[src/logic/radio_ctrl_pkg.sv]
`default_nettype none

package radio_ctrl_pkg;

	// ----------------------------------------
	// Register offsets
	// ----------------------------------------
	localparam logic [7:0] OFS_STATE_CMD = 8'h00;
	localparam logic [7:0] OFS_PIN_CTRL  = 8'h01;
	localparam logic [7:0] OFS_EVT_MASK  = 8'h02;
	localparam logic [7:0] OFS_EVT_STAT  = 8'h03;
	localparam logic [7:0] OFS_CHAN      = 8'h04;
	localparam logic [7:0] OFS_PART      = 8'h05;
	localparam logic [7:0] OFS_VERSION   = 8'h06;
	localparam logic [7:0] OFS_MAKER_LO  = 8'h07;
	localparam logic [7:0] OFS_MAKER_HI  = 8'h08;
	localparam logic [7:0] OFS_HDR       = 8'h09;

	// ----------------------------------------
	// Field positions
	// ----------------------------------------
	localparam int POS_RADIO_RST   = 0;
	localparam int POS_SLEEP_TX    = 1;
	localparam int POS_MEAS_REQ    = 7;
	localparam int CMD_W           = 5;
	localparam int CHAN_W          = 5;

	// ----------------------------------------
	// Reset values
	// ----------------------------------------
	localparam logic [7:0]        RST_MASK  = 8'h00;
	localparam logic [CHAN_W-1:0] RST_CHAN  = 5'h0B;

	// ----------------------------------------
	// Identification, values arbitrary
	// ----------------------------------------
	localparam logic [7:0] ID_PART     = 8'h5A;
	localparam logic [7:0] ID_VERSION  = 8'h01;
	localparam logic [7:0] ID_MAKER_LO = 8'h3C;
	localparam logic [7:0] ID_MAKER_HI = 8'h00;

	// ----------------------------------------
	// Status codes
	// ----------------------------------------
	localparam logic [CMD_W-1:0] STS_BUSY_RX  = 5'h01;
	localparam logic [CMD_W-1:0] STS_BUSY_TX  = 5'h02;
	localparam logic [CMD_W-1:0] STS_RX       = 5'h06;
	localparam logic [CMD_W-1:0] STS_IDLE     = 5'h08;
	localparam logic [CMD_W-1:0] STS_SYNTH_ON = 5'h09;
	localparam logic [CMD_W-1:0] STS_SLEEP    = 5'h0F;
	localparam logic [CMD_W-1:0] STS_TRANSIT  = 5'h1F;

	// ----------------------------------------
	// Commands
	// ----------------------------------------
	localparam logic [CMD_W-1:0] CMD_NOP         = 5'h00;
	localparam logic [CMD_W-1:0] CMD_TX_START    = 5'h02;
	localparam logic [CMD_W-1:0] CMD_FORCE_IDLE  = 5'h03;
	localparam logic [CMD_W-1:0] CMD_FORCE_SYNTH = 5'h04;
	localparam logic [CMD_W-1:0] CMD_RX_ON       = 5'h06;
	localparam logic [CMD_W-1:0] CMD_IDLE        = 5'h08;
	localparam logic [CMD_W-1:0] CMD_SYNTH_ON    = 5'h09;

	// ----------------------------------------
	// Events, bit index and vector base
	// ----------------------------------------
	localparam int EV_LOCK     = 0;
	localparam int EV_UNLOCK   = 1;
	localparam int EV_RX_START = 2;
	localparam int EV_RX_DONE  = 3;
	localparam int EV_MEAS     = 4;
	localparam int EV_ADDR     = 5;
	localparam int EV_TX_DONE  = 6;
	localparam int EV_AWAKE    = 7;
	localparam logic [6:0] VEC_BASE = 7'h39;

	// ----------------------------------------
	// Timing
	// ----------------------------------------
	localparam int CLK_PERIOD_NS = 25;
	localparam int WAKE_TIME_NS  = 240000;
	localparam int REG_SETTLE_NS = 1000;
	localparam int WAKE_CYC      = WAKE_TIME_NS / CLK_PERIOD_NS;
	localparam int REG_CYC       = (REG_SETTLE_NS + CLK_PERIOD_NS - 1) / CLK_PERIOD_NS;
	localparam int CNT_W         = 16;

	typedef enum logic [8:0] {
		ST_RESET    = 9'b000000001,
		ST_SLEEP    = 9'b000000010,
		ST_WAKE     = 9'b000000100,
		ST_IDLE     = 9'b000001000,
		ST_REG_UP   = 9'b000010000,
		ST_SYNTH_ON = 9'b000100000,
		ST_RX       = 9'b001000000,
		ST_BUSY_RX  = 9'b010000000,
		ST_BUSY_TX  = 9'b100000000
	} radio_state_t;

endpackage

`default_nettype wire

[src/logic/radio_state_control_irq.sv]
// Contract
// RULE1 - Eight events on vectors 57..64; lowest pending vector number wins.
// RULE2 - Awake event when idle-clocked is reached from sleep or reset.
// RULE3 - Unlock event; power amplifier off at once if transmitting.
// RULE4 - Receive-start event enters busy-receive with header byte readable.
// RULE5 - Finished energy or channel measurement raises measurement-done event.
// RULE6 - All event mask bits cleared after reset.
// RULE7 - Controller should enable awake event during initialization.
// RULE8 - Read-only part, version and two maker identification registers.
// RULE9 - State changes by command field or control bits; status readable.
// RULE10 - Status 0x1F during transitions; no new request meanwhile.
// RULE11 - Rising sleep/transmit bit: idle to sleep, synthesizer-on to transmit.
// RULE12 - Clearing sleep/transmit bit in sleep returns to idle-clocked.
// RULE13 - Module reset bit restores registers and forces idle-clocked, even asleep.
// RULE14 - Forced idle aborts activity, goes idle at once, not from sleep.
// RULE15 - Plain idle during busy activity waits until the activity completes.
// RULE16 - Forced synthesizer-on leaves receive or transmit quickly, not in sleep.
// RULE17 - Controller confirms every state change by reading status.
// RULE18 - Sleep only from idle via bit; keeps registers, clears buffer and cipher.
// RULE19 - Idle-clocked keeps storage accessible, analog front end disabled.
// RULE20 - From idle enable regulator, then synthesizer; lock event on settling.
// RULE21 - Receive-on reports receive at once; frames only after lock.
// RULE22 - Sticky pending bits, cleared by writing one or service; mask gates.
// RULE23 - Module reset bit self-clears; sleep/transmit bit holds its value.
// RULE24 - Frame end returns to receive or synthesizer-on unless idle pending.
//
// Our own choices: the address map and the plain strobed port.
`default_nettype none

module radio_state_control_irq #(
	parameter int WAKE_CYC = radio_ctrl_pkg::WAKE_CYC
) (
	input  wire logic       i_ref_clk,
	input  wire logic       i_rstn,
	input  wire logic       i_ce,
	input  wire logic [7:0] i_addr,
	input  wire logic [7:0] i_wdata,
	input  wire logic       i_wr,
	input  wire logic       i_rd,
	output logic      [7:0] o_rdata,
	input  wire logic       i_synth_lock,
	input  wire logic       i_phr_valid,
	input  wire logic [7:0] i_rx_hdr_byte,
	input  wire logic       i_addr_match,
	input  wire logic       i_rx_frame_done,
	input  wire logic       i_tx_frame_done,
	input  wire logic       i_meas_done,
	input  wire logic       i_vec_ack,
	output logic            o_meas_start,
	output logic            o_analog_reg_en,
	output logic            o_synth_en,
	output logic            o_rx_en,
	output logic            o_pa_en,
	output logic            o_buf_clear,
	output logic            o_cipher_clear,
	output logic      [7:0] o_event_pending,
	output logic            o_irq_req,
	output logic      [6:0] o_irq_vector
);

	// ----------------------------------------
	// Bus decode
	// ----------------------------------------
	logic                                  wr_cmd;
	logic                                  wr_pin;
	logic                                  wr_mask;
	logic                                  wr_stat;
	logic                                  wr_chan;
	logic                                  soft_rst;
	logic                                  any_rst;
	logic [radio_ctrl_pkg::CMD_W-1:0]      cmd;

	assign wr_cmd  = i_wr && (i_addr == radio_ctrl_pkg::OFS_STATE_CMD);
	assign wr_pin  = i_wr && (i_addr == radio_ctrl_pkg::OFS_PIN_CTRL);
	assign wr_mask = i_wr && (i_addr == radio_ctrl_pkg::OFS_EVT_MASK);
	assign wr_stat = i_wr && (i_addr == radio_ctrl_pkg::OFS_EVT_STAT);
	assign wr_chan = i_wr && (i_addr == radio_ctrl_pkg::OFS_CHAN);
	// Reset bit is never stored, so it reads back as zero
	assign soft_rst = wr_pin && i_wdata[radio_ctrl_pkg::POS_RADIO_RST]; // RULE23
	assign any_rst  = !i_rstn || (soft_rst && i_ce); // RULE13
	assign cmd = wr_cmd ? i_wdata[radio_ctrl_pkg::CMD_W-1:0] : radio_ctrl_pkg::CMD_NOP;

	// ----------------------------------------
	// Pin control
	// ----------------------------------------
	logic sleep_tx_ff;
	logic sleep_tx_q_ff;
	logic slp_rise;

	// Module reset leaves this bit alone; software must clear it
	always_ff @(posedge i_ref_clk) begin
		if (!i_rstn) begin
			sleep_tx_ff   <= 1'b0;
			sleep_tx_q_ff <= 1'b0;
		end else if (i_ce) begin
			if (wr_pin) begin
				sleep_tx_ff <= i_wdata[radio_ctrl_pkg::POS_SLEEP_TX]; // RULE23
			end
			sleep_tx_q_ff <= sleep_tx_ff;
		end
	end

	assign slp_rise = sleep_tx_ff && !sleep_tx_q_ff;

	// ----------------------------------------
	// Synthesizer lock tracking
	// ----------------------------------------
	logic lock_q_ff;
	logic lock_now;
	logic unlock_now;

	always_ff @(posedge i_ref_clk) begin
		if (any_rst) begin
			lock_q_ff <= 1'b0;
		end else if (i_ce) begin
			lock_q_ff <= i_synth_lock && o_synth_en;
		end
	end

	assign lock_now   = o_synth_en && i_synth_lock && !lock_q_ff; // RULE20
	assign unlock_now = lock_q_ff && !(o_synth_en && i_synth_lock); // RULE3

	// ----------------------------------------
	// State machine
	// ----------------------------------------
	radio_ctrl_pkg::radio_state_t      state_ff;
	radio_ctrl_pkg::radio_state_t      nxt_state;
	logic                              pend_idle_ff;
	logic                              nxt_pend_idle;
	logic [radio_ctrl_pkg::CNT_W-1:0]  cnt_ff;
	logic                              wake_done;
	logic                              reg_done;
	logic                              go_idle;
	logic                              rx_begin;

	assign wake_done = (cnt_ff == radio_ctrl_pkg::CNT_W'(WAKE_CYC - 1));
	assign reg_done  = (cnt_ff == radio_ctrl_pkg::CNT_W'(radio_ctrl_pkg::REG_CYC - 1));
	assign go_idle   = (cmd == radio_ctrl_pkg::CMD_IDLE) ||
	                   (cmd == radio_ctrl_pkg::CMD_FORCE_IDLE);
	// Reception only starts with the synthesizer locked
	assign rx_begin  = (state_ff == radio_ctrl_pkg::ST_RX) && i_phr_valid &&
	                   i_synth_lock; // RULE21

	always_comb begin
		nxt_state     = state_ff;
		nxt_pend_idle = pend_idle_ff;
		case (state_ff) // RULE9
			radio_ctrl_pkg::ST_RESET: begin
				nxt_state = radio_ctrl_pkg::ST_IDLE; // RULE19
			end
			radio_ctrl_pkg::ST_SLEEP: begin
				if (!sleep_tx_ff) begin
					nxt_state = radio_ctrl_pkg::ST_WAKE; // RULE12
				end
			end
			radio_ctrl_pkg::ST_WAKE: begin
				if (wake_done) begin
					nxt_state = radio_ctrl_pkg::ST_IDLE; // RULE12
				end
			end
			radio_ctrl_pkg::ST_IDLE: begin
				if (slp_rise) begin
					nxt_state = radio_ctrl_pkg::ST_SLEEP; // RULE11 RULE18
				end else if (cmd == radio_ctrl_pkg::CMD_SYNTH_ON) begin
					nxt_state = radio_ctrl_pkg::ST_REG_UP; // RULE20
				end
			end
			radio_ctrl_pkg::ST_REG_UP: begin
				if (go_idle) begin
					nxt_state = radio_ctrl_pkg::ST_IDLE; // RULE14
				end else if (reg_done) begin
					nxt_state = radio_ctrl_pkg::ST_SYNTH_ON; // RULE20
				end
			end
			radio_ctrl_pkg::ST_SYNTH_ON: begin
				if (go_idle) begin
					nxt_state = radio_ctrl_pkg::ST_IDLE;
				end else if (slp_rise || (cmd == radio_ctrl_pkg::CMD_TX_START)) begin
					nxt_state = radio_ctrl_pkg::ST_BUSY_TX; // RULE11
				end else if (cmd == radio_ctrl_pkg::CMD_RX_ON) begin
					nxt_state = radio_ctrl_pkg::ST_RX; // RULE21
				end
			end
			radio_ctrl_pkg::ST_RX: begin
				if (go_idle) begin
					nxt_state = radio_ctrl_pkg::ST_IDLE;
				end else if ((cmd == radio_ctrl_pkg::CMD_SYNTH_ON) ||
				             (cmd == radio_ctrl_pkg::CMD_FORCE_SYNTH)) begin
					nxt_state = radio_ctrl_pkg::ST_SYNTH_ON; // RULE16
				end else if (rx_begin) begin
					nxt_state = radio_ctrl_pkg::ST_BUSY_RX; // RULE4
				end
			end
			radio_ctrl_pkg::ST_BUSY_RX: begin
				if (cmd == radio_ctrl_pkg::CMD_FORCE_IDLE) begin
					nxt_state = radio_ctrl_pkg::ST_IDLE; // RULE14
				end else if (cmd == radio_ctrl_pkg::CMD_FORCE_SYNTH) begin
					nxt_state = radio_ctrl_pkg::ST_SYNTH_ON; // RULE16
				end else if (i_rx_frame_done) begin
					nxt_state = (pend_idle_ff || (cmd == radio_ctrl_pkg::CMD_IDLE)) ?
					            radio_ctrl_pkg::ST_IDLE : radio_ctrl_pkg::ST_RX; // RULE24
				end else if (cmd == radio_ctrl_pkg::CMD_IDLE) begin
					nxt_pend_idle = 1'b1; // RULE15
				end
			end
			radio_ctrl_pkg::ST_BUSY_TX: begin
				if (cmd == radio_ctrl_pkg::CMD_FORCE_IDLE) begin
					nxt_state = radio_ctrl_pkg::ST_IDLE; // RULE14
				end else if (cmd == radio_ctrl_pkg::CMD_FORCE_SYNTH) begin
					nxt_state = radio_ctrl_pkg::ST_SYNTH_ON; // RULE16
				end else if (i_tx_frame_done) begin
					nxt_state = (pend_idle_ff || (cmd == radio_ctrl_pkg::CMD_IDLE)) ?
					            radio_ctrl_pkg::ST_IDLE : radio_ctrl_pkg::ST_SYNTH_ON; // RULE24
				end else if (cmd == radio_ctrl_pkg::CMD_IDLE) begin
					nxt_pend_idle = 1'b1; // RULE15
				end
			end
			default: begin
				nxt_state = radio_ctrl_pkg::ST_RESET;
			end
		endcase
		if (nxt_state != state_ff) begin
			nxt_pend_idle = 1'b0;
		end
	end

	// Module reset reaches sleep too, skipping the wake delay
	always_ff @(posedge i_ref_clk) begin
		if (any_rst) begin
			state_ff     <= radio_ctrl_pkg::ST_RESET; // RULE13
			pend_idle_ff <= 1'b0;
		end else if (i_ce) begin
			state_ff     <= nxt_state;
			pend_idle_ff <= nxt_pend_idle;
		end
	end

	// Counter restarts on every state change
	always_ff @(posedge i_ref_clk) begin
		if (any_rst) begin
			cnt_ff <= '0;
		end else if (i_ce) begin
			if (nxt_state != state_ff) begin
				cnt_ff <= '0;
			end else begin
				cnt_ff <= cnt_ff + radio_ctrl_pkg::CNT_W'(1);
			end
		end
	end

	// ----------------------------------------
	// Analog controls
	// ----------------------------------------
	logic pa_kill_ff;

	// Latched kill keeps the amplifier off for the rest of the frame
	always_ff @(posedge i_ref_clk) begin
		if (any_rst) begin
			pa_kill_ff <= 1'b0;
		end else if (i_ce) begin
			if (state_ff != radio_ctrl_pkg::ST_BUSY_TX) begin
				pa_kill_ff <= 1'b0;
			end else if (unlock_now) begin
				pa_kill_ff <= 1'b1; // RULE3
			end
		end
	end

	always_comb begin
		o_analog_reg_en = 1'b0;
		o_synth_en      = 1'b0;
		o_rx_en         = 1'b0;
		o_pa_en         = 1'b0;
		case (state_ff) // RULE19
			radio_ctrl_pkg::ST_REG_UP: begin
				o_analog_reg_en = 1'b1; // RULE20
			end
			radio_ctrl_pkg::ST_SYNTH_ON: begin
				o_analog_reg_en = 1'b1;
				o_synth_en      = 1'b1;
			end
			radio_ctrl_pkg::ST_RX, radio_ctrl_pkg::ST_BUSY_RX: begin
				o_analog_reg_en = 1'b1;
				o_synth_en      = 1'b1;
				o_rx_en         = 1'b1; // RULE21
			end
			radio_ctrl_pkg::ST_BUSY_TX: begin
				o_analog_reg_en = 1'b1;
				o_synth_en      = 1'b1;
				o_pa_en         = !pa_kill_ff && !unlock_now; // RULE3
			end
			default: begin
				o_analog_reg_en = 1'b0;
			end
		endcase
	end

	assign o_buf_clear    = (state_ff == radio_ctrl_pkg::ST_SLEEP); // RULE18
	assign o_cipher_clear = (state_ff == radio_ctrl_pkg::ST_SLEEP); // RULE18

	// ----------------------------------------
	// Registers
	// ----------------------------------------
	logic [7:0]                        mask_ff;
	logic [radio_ctrl_pkg::CHAN_W-1:0] chan_ff;
	logic [7:0]                        hdr_ff;
	logic                              meas_busy_ff;
	logic                              meas_start_ff;
	logic                              meas_go;
	logic                              in_rx;

	assign in_rx   = (state_ff == radio_ctrl_pkg::ST_RX) ||
	                 (state_ff == radio_ctrl_pkg::ST_BUSY_RX);
	assign meas_go = wr_chan && i_wdata[radio_ctrl_pkg::POS_MEAS_REQ] && in_rx;

	always_ff @(posedge i_ref_clk) begin
		if (any_rst) begin
			mask_ff <= radio_ctrl_pkg::RST_MASK; // RULE6
			chan_ff <= radio_ctrl_pkg::RST_CHAN;
		end else if (i_ce) begin
			if (wr_mask) begin
				mask_ff <= i_wdata;
			end
			if (wr_chan) begin
				chan_ff <= i_wdata[radio_ctrl_pkg::CHAN_W-1:0];
			end
		end
	end

	always_ff @(posedge i_ref_clk) begin
		if (any_rst) begin
			hdr_ff <= 8'h00;
		end else if (i_ce && rx_begin) begin
			hdr_ff <= i_rx_hdr_byte; // RULE4
		end
	end

	// A done strobe without a request is ignored
	always_ff @(posedge i_ref_clk) begin
		if (any_rst) begin
			meas_busy_ff  <= 1'b0;
			meas_start_ff <= 1'b0;
		end else if (i_ce) begin
			meas_start_ff <= meas_go;
			if (meas_go) begin
				meas_busy_ff <= 1'b1;
			end else if (i_meas_done) begin
				meas_busy_ff <= 1'b0;
			end
		end
	end

	assign o_meas_start = meas_start_ff;

	// ----------------------------------------
	// Events
	// ----------------------------------------
	logic [7:0] evt_ff;
	logic [7:0] ev_set;
	logic [7:0] ev_clr;
	logic [7:0] masked;
	logic [7:0] top_bit;
	logic [2:0] top_idx;

	always_comb begin
		ev_set = 8'h00;
		ev_set[radio_ctrl_pkg::EV_AWAKE]    = (nxt_state == radio_ctrl_pkg::ST_IDLE) &&
		                                      ((state_ff == radio_ctrl_pkg::ST_WAKE) ||
		                                       (state_ff == radio_ctrl_pkg::ST_RESET)); // RULE2
		ev_set[radio_ctrl_pkg::EV_TX_DONE]  = (state_ff == radio_ctrl_pkg::ST_BUSY_TX) &&
		                                      i_tx_frame_done;
		ev_set[radio_ctrl_pkg::EV_ADDR]     = (state_ff == radio_ctrl_pkg::ST_BUSY_RX) &&
		                                      i_addr_match;
		ev_set[radio_ctrl_pkg::EV_MEAS]     = meas_busy_ff && i_meas_done; // RULE5
		ev_set[radio_ctrl_pkg::EV_RX_DONE]  = (state_ff == radio_ctrl_pkg::ST_BUSY_RX) &&
		                                      i_rx_frame_done;
		ev_set[radio_ctrl_pkg::EV_RX_START] = rx_begin; // RULE4
		ev_set[radio_ctrl_pkg::EV_UNLOCK]   = unlock_now; // RULE3
		ev_set[radio_ctrl_pkg::EV_LOCK]     = lock_now; // RULE20
	end

	assign masked = evt_ff & mask_ff; // RULE22

	// Lowest bit is the lowest vector, hence the highest priority
	always_comb begin
		top_bit = 8'h00;
		top_idx = 3'h0;
		for (int i = 7; i >= 0; i--) begin
			if (masked[i]) begin
				top_bit = 8'h00;
				top_bit[i] = 1'b1;
				top_idx = 3'(i); // RULE1
			end
		end
	end

	assign ev_clr = (wr_stat ? i_wdata : 8'h00) | (i_vec_ack ? top_bit : 8'h00);

	// Set beats clear so an event in the clearing cycle is kept
	always_ff @(posedge i_ref_clk) begin
		if (any_rst) begin
			evt_ff <= 8'h00;
		end else if (i_ce) begin
			evt_ff <= (evt_ff & ~ev_clr) | ev_set; // RULE22
		end
	end

	assign o_event_pending = masked;
	assign o_irq_req       = |masked;
	assign o_irq_vector    = radio_ctrl_pkg::VEC_BASE + {4'h0, top_idx}; // RULE1

	// ----------------------------------------
	// Status and read port
	// ----------------------------------------
	logic [radio_ctrl_pkg::CMD_W-1:0] status;
	logic [7:0]                       rdata_ff;

	always_comb begin
		case (state_ff) // RULE10
			radio_ctrl_pkg::ST_SLEEP:    status = radio_ctrl_pkg::STS_SLEEP;
			radio_ctrl_pkg::ST_IDLE:     status = radio_ctrl_pkg::STS_IDLE;
			radio_ctrl_pkg::ST_SYNTH_ON: status = radio_ctrl_pkg::STS_SYNTH_ON;
			radio_ctrl_pkg::ST_RX:       status = radio_ctrl_pkg::STS_RX;
			radio_ctrl_pkg::ST_BUSY_RX:  status = radio_ctrl_pkg::STS_BUSY_RX;
			radio_ctrl_pkg::ST_BUSY_TX:  status = radio_ctrl_pkg::STS_BUSY_TX;
			default:                     status = radio_ctrl_pkg::STS_TRANSIT;
		endcase
	end

	always_ff @(posedge i_ref_clk) begin
		if (!i_rstn) begin
			rdata_ff <= 8'h00;
		end else if (i_ce) begin
			rdata_ff <= 8'h00;
			if (i_rd) begin
				if (i_addr == radio_ctrl_pkg::OFS_STATE_CMD) begin
					rdata_ff <= {3'h0, status}; // RULE9
				end else if (i_addr == radio_ctrl_pkg::OFS_PIN_CTRL) begin
					rdata_ff <= {6'h00, sleep_tx_ff, 1'b0};
				end else if (i_addr == radio_ctrl_pkg::OFS_EVT_MASK) begin
					rdata_ff <= mask_ff;
				end else if (i_addr == radio_ctrl_pkg::OFS_EVT_STAT) begin
					rdata_ff <= evt_ff;
				end else if (i_addr == radio_ctrl_pkg::OFS_CHAN) begin
					rdata_ff <= {meas_busy_ff, 2'h0, chan_ff};
				end else if (i_addr == radio_ctrl_pkg::OFS_PART) begin
					rdata_ff <= radio_ctrl_pkg::ID_PART; // RULE8
				end else if (i_addr == radio_ctrl_pkg::OFS_VERSION) begin
					rdata_ff <= radio_ctrl_pkg::ID_VERSION; // RULE8
				end else if (i_addr == radio_ctrl_pkg::OFS_MAKER_LO) begin
					rdata_ff <= radio_ctrl_pkg::ID_MAKER_LO; // RULE8
				end else if (i_addr == radio_ctrl_pkg::OFS_MAKER_HI) begin
					rdata_ff <= radio_ctrl_pkg::ID_MAKER_HI; // RULE8
				end else if (i_addr == radio_ctrl_pkg::OFS_HDR) begin
					rdata_ff <= hdr_ff;
				end
			end
		end
	end

	assign o_rdata = rdata_ff;

endmodule

`default_nettype wire

[config.mk]
export PLATFORM = sky130hd
export DESIGN_NAME = radio_state_control_irq
export DESIGN_NICKNAME = d
export VERILOG_FILES = /design/src/logic/radio_ctrl_pkg.sv /design/src/logic/radio_state_control_irq.sv
export SDC_FILE = /design/constraint.sdc
export NUM_CORES = 1
export LEC_CHECK = 0
export BUFFER_PORTS_ARGS = -buffer_cell sky130_fd_sc_hd__buf_2
export CAP_MARGIN = 20
export CORE_MARGIN = 1
export CORE_UTILIZATION = 58
export DETAILED_ROUTE_END_ITERATION = 8
export PLACE_DENSITY = 0.78
export SLEW_MARGIN = 20
export SYNTH_ARGS = -nofsm -noshare
export SYNTH_HDL_FRONTEND = slang
export SYNTH_SLANG_ARGS = --single-unit
[constraint.sdc]
create_clock -name i_ref_clk -period 3.1 [get_ports i_ref_clk]
set_input_delay 0.465 -clock i_ref_clk [delete_from_list [all_inputs] [get_ports i_ref_clk]]
set_output_delay 0.465 -clock i_ref_clk [all_outputs]
set_load 0.03 [all_outputs]
* Yosys cells after proc, flatten, opt, wreduce, memory -nomap -nowiden
Cells that the tools add are included.
** Word-level totals
- Register bits after elaboration :: 69
- Input port bits :: 36
- Output and inout bits :: 31
- Logic and storage cells :: 175
** Operators by class
- Add/sub/neg operators :: 2
- Equal/unequal tests :: 35
- Multiplexer cells :: 70
- Bitwise logic cells :: 5
- Reduce and logical (&&, ||, !) cells :: 49
** Operator list (count)
- 8-bit two-way mux :: 21
- 9-bit two-way mux :: 18
- 9-bit case mux with 9 select lines :: 1
- 8-bit by 3-bit equality test with 1-bit output, second input constant :: 4
- 5-bit case mux with 6 select lines :: 1
- 3-bit two-way mux :: 8
- 1-bit logical AND :: 22
- 9-bit by 4-bit equality test with 1-bit output, second input constant :: 2
- 3-bit != test, second input constant :: 6
- 16-bit by 1-bit adder with 16-bit output, second input constant :: 1
- 8-bit bitwise AND :: 2
- 16-bit by 14-bit equality test with 1-bit output, second input constant :: 1
- 16-bit by 6-bit equality test with 1-bit output, second input constant :: 1
- 8-bit by 2-bit equality test with 1-bit output, second input constant :: 2
- 8-bit by 4-bit equality test with 1-bit output, second input constant :: 2
- 1-bit two-way mux :: 16
- 16-bit two-way mux :: 1
- 8-bit bitwise OR :: 2
- 5-bit by 2-bit equality test with 1-bit output, second input constant :: 2
- 5-bit by 3-bit equality test with 1-bit output, second input constant :: 2
- 5-bit by 4-bit equality test with 1-bit output, second input constant :: 2
- 2-bit AND reduction :: 5
- 9-bit by 1-bit equality test with 1-bit output, second input constant :: 1
- 9-bit by 2-bit equality test with 1-bit output, second input constant :: 1
- other kinds (25) :: 37

* Longest topological paths before layout
- Word-level depth :: 14
- Mapped depth :: 10
- Depth with buffers taken out :: 9

* Least setup slack after synthesis
Ideal clock, no wire load.
- Path type :: register to register
- Start point :: register state_ff[5]
- End point :: register cnt_ff[10] (netlist bit)
- Library setup time :: 73 ps
- Data arrival time :: 3083 ps
- Data required time :: 3027 ps
- Setup slack :: -56 ps
- Stages on the path, launching flop included :: 9
- Path buffers :: 2
- Period minus slack after synthesis :: 3156 ps
- Cells stage by stage :: dfxtp_1 -> clkbuf_1 -> or4_2 -> a221oi_1 -> o31ai_2 -> nor4_4 -> a31oi_4 -> buf_6 -> nor3_2
** Between the ends
- Longest elaborated chain between the ends :: 9
- Elaborated cells on any way between the ends :: 32
- Classes of those cells :: 10 x eq/ne; 20 x mux; 2 x reduce/logical
** Ends and longest elaborated chain
- from (decl) :: line radio_state_control_irq.sv:126 : radio_ctrl_pkg::radio_state_t state_ff;
- from (signal assigned) :: line radio_state_control_irq.sv:230 : state_ff <= radio_ctrl_pkg::ST_RESET;
- from (signal assigned) :: line radio_state_control_irq.sv:233 : state_ff <= nxt_state;
- 9-bit by 7-bit equality test with 1-bit output :: line radio_state_control_irq.sv:141, radio_state_control_irq.sv:147
- 1-bit logical AND (2 in series) :: line radio_state_control_irq.sv:141 : assign rx_begin = (state_ff == radio_ctrl_pkg::ST_RX) && i_phr_valid &&
- 9-bit two-way mux :: line radio_state_control_irq.sv:190 : end else if (rx_begin) begin
- 9-bit two-way mux :: line radio_state_control_irq.sv:187 : end else if ((cmd == radio_ctrl_pkg::CMD_SYNTH_ON) ||
- 9-bit two-way mux :: line radio_state_control_irq.sv:185 : if (go_idle) begin
- 9-bit case mux with 9 select lines :: line radio_state_control_irq.sv:147 : case (state_ff)
- 9-bit != test * :: line radio_state_control_irq.sv:243 : if (nxt_state != state_ff) begin
- 16-bit two-way mux * :: line radio_state_control_irq.sv:243
- to (signal assigned) :: line radio_state_control_irq.sv:246 : cnt_ff <= cnt_ff + radio_ctrl_pkg::CNT_W'(1);
- to (decl) :: line radio_state_control_irq.sv:130 : logic [radio_ctrl_pkg::CNT_W-1:0] cnt_ff;
Every way passes the cells marked *; elsewhere a longest branch is shown, timed or not.
A chain may end at the register's enable or synchronous reset.

* Worst setup path after layout
- Start point :: register state_ff[5]
- End point :: register cnt_ff[3] (netlist bit)
Same word-level chain as after synthesis.

==> flow_summary.ini <==
[outcome]
status = completed

[floorplanning]
pin_count = 67
die_area_mm2 = 0.00852
die_h_um = 92.3
row_count = 32
dieWidth_um = 92.3
initial_core_util = 0.606
core_area_mm2 = 0.00781

[timing]
setup_viol = 0
worst_slew_pin_slew_ns = 0.593
fmax_mhz = 347
drv_slew = 0
min_period_over_period = 0.931
rsz0062_at_grt = false
setup_slack_ns = 0.215
slew_headroom = 0.594
fin_skew_ns = 0.0145
finalCriticalPeriod_ns = 2.89
hold_slack_ns = 0.341
finalHoldViolCount = 0
tns_ns = 0

[clocking]
clk_latency_ns = 0.36
cts_setup_buffers = 0
cts_tree = yes
cts_root_buf = clkbuf_8
cts-resized-gates = 0
cts_buffer_depth = 2
h-tree-depth = 3
cts.sink_count = 69
clk_pin_slew_ns = 0.09
hold_buffers = 0
numCtsBuffers = 9

[finish]
syn_to_final_growth_pct = 16.0
diodes = 0
num-nets-final = 710
utilization = 0.702
layout-drive-gt1-share = 0.235

[setup_path]
r2r_cells = 8
rrSetupSlack_ns = 0.21
crit_path_start_kind = flip-flop
slowest_delay_ns = 0.77
arrival_ns = 3.15
cp_top_family = simple AND/OR/NAND/NOR gates
worst_path_max_delay_cell = or4_2
r2r_start = state_ff[5]
cp.required_ns = 3.36
path_buf_inv = 1
end_kind = flip-flop
worstPathCellList = or4_2 > nor4_1 > o31ai_1 > o21ai_0 > and4_1 > a31oi_4 > buf_12 > nor3_1
critPathMaxFanout = 15
crit_type = flip-flop to flip-flop
rr_endpoint = cnt_ff[3]

[routing]
drc = 0
wl_per_cell_um = 19.4
drt_iter0_markers = 468
num_vias = 4998
drt_wl_total_mm = 15.1
viasPerCell = 6.42
highest_layer = met4
dr.pass1.iters = 5
wl_met2_mm = 7.15
wl_met1_mm = 6.30
wl_met3_mm = 1.21
ant_nets = 0

[placed_design]
io_buffer_count = 66
pre_cts_slack_ns = 0.0467
hpwl_mm = 11.6
place_congestion = 1.05

[yosys]
synth_top_area_frac = 0.292
ys_ff_latch = 69
avgSynthCellArea_um2 = 7.90
synth_area_mm2 = 0.00473
synth_edf_count = 0
yosysSeqAreaShare = 0.292
synthCells = 599
synth.net_count = 638
synth_area_leader_cell = dfxtp_1
yosys-top-cells-area = dfxtp_1, mux2i_1, nor2_1, nand2_1, a21oi_1
synth_ff_type = dfxtp_1
yosysWarnings = 0
async_flop_share = 0
yosys.cell_types.count = 81

[min_path]
holdCritPathClass = input pin to flip-flop
min_delay_worst_endpoint = hdr_ff[2]
hold_start = i_rx_hdr_byte[2]
hold_depth = 3

[grt]
grt_pass1_wl_mm = 24.2
grt_max_degree = 26
grt_usage = 0.367
grt_overflow = 0
antenna_found_initial = 0
grt_pass1_vias = 4702

[pwr]
total_leakage_power_nw = 2.11
pwr_density_cell_mw_per_mm2 = 380
vdd_drop_max_v = 0.000253

[job]
timing.max_cap.violations = 0
==> logic make-up (layout without fill, tap and decap cells) <==
group	count (synthesis)	in the layout	share of synthesized area
adder cells (fa/ha/maj)	3	3	0.00794
flip-flops	69	69	0.292
XOR/XNOR	18	18	0.0333
buffers and inverters	64	141	0.0704
multiplexers	26	26	0.0553
AND/OR/NAND/NOR	283	283	0.337
AO/OA/AOI/OAI	136	136	0.204
==> through the flow <==
stage,area [µm²],std cells,power [mW]
3_3_place_gp,5260,762,1.22
2_1_floorplan,4740,599,1.12
3_5_place_dp,5260,762,1.23
5_1_grt,5480,778,2.15
6_report,5480,778,2.08
4_1_cts,5480,778,2.07
==> how the worst max path moves through the flow <==
stage                 from      endpoint  depth (start not counted)
2_1_floorplan    i_addr[5]    cnt_ff[10]                          9
3_3_place_gp     i_addr[5]     cnt_ff[5]                         10
3_5_place_dp     i_addr[5]     cnt_ff[3]                          9
4_1_cts        state_ff[5]     cnt_ff[3]                          8
5_1_grt        state_ff[5]  pend_idle_ff                          8
6_report       state_ff[5]     cnt_ff[3]                          8
==> state kept, by name (all words and copies together) (netlist names), 5 cells and up <==
register	cells
chan_ff	5
state_ff	9
evt_ff	8
o_rdata	8
hdr_ff	8
mask_ff	8
cnt_ff	16
==> layer usage <==
layer | global-route usage | vias up
met3 | 0.0681 | 42
met4 | 0.107 | 0
met1 | 0.482 | 2350
met2 | 0.610 | 251
li1 | - | 2355
met5 | 0 | -
==> power breakdown <==
part           switching [mW]  internal, mW  leakage [nW]
registers              0.0104         0.894         0.557
logic                   0.194         0.116          1.44
clock network           0.403         0.467         0.113
total                   0.607          1.48          2.11
==> synth_stat cells, types with 6 or more instances <==
cell type / n
dfxtp_1: 69
nor2_1: 61
nand2_1: 57
a21oi_1: 28
clkbuf_1: 25
mux2i_1: 25
o21ai_0: 25
nand3_1: 24
inv_1: 22
nor3_1: 18
nand4_1: 14
nor2b_1: 14
nor3_2: 11
xor2_1: 11
a211oi_1: 10
nor4_1: 10
and3_1: 8
nor3b_1: 8
or3_1: 8
a31oi_1: 7
a32oi_1: 7
nor4b_1: 7
xnor2_1: 7
a22oi_1: 6
clkbuf_8: 6
o211ai_1: 6
==> layout make-up <==
cell class | instances | area, µm²
Clock inverter | 7 | 105
Fill cell | 662 | 2320
Clock buffer | 9 | 124
Sequential cell | 69 | 1380
Inverter | 23 | 86.3
Timing Repair Buffer | 102 | 638
Tap cell | 102 | 128
Multi-Input combinational cell | 466 | 3020
==> worst register-to-register path, cell delays in order, from the launching register on <==
cell and delay (ns):
dfxtp_1 0.41, or4_2 0.77, nor4_1 0.45, o31ai_1 0.18, o21ai_0 0.15, and4_1 0.33
a31oi_4 0.11, buf_12 0.17, nor3_1 0.22
==> layout by cell type, fill, tap and decap left out, types with 9 or more instances in the layout <==
cell type	Yosys	final
dfxtp_1	69	69
buf_2	2	66
nor2_1	61	61
nand2_1	57	57
buf_4	4	33
a21oi_1	28	28
o21ai_0	25	25
mux2i_1	25	25
nand3_1	24	24
inv_1	22	22
nor3_1	18	18
nor2b_1	14	14
nand4_1	14	14
xor2_1	11	11
nor3_2	11	11
nor4_1	10	10
a211oi_1	10	10
clkbuf_8	6	9
No activity file was read; power rests on OpenSTA's default activity.
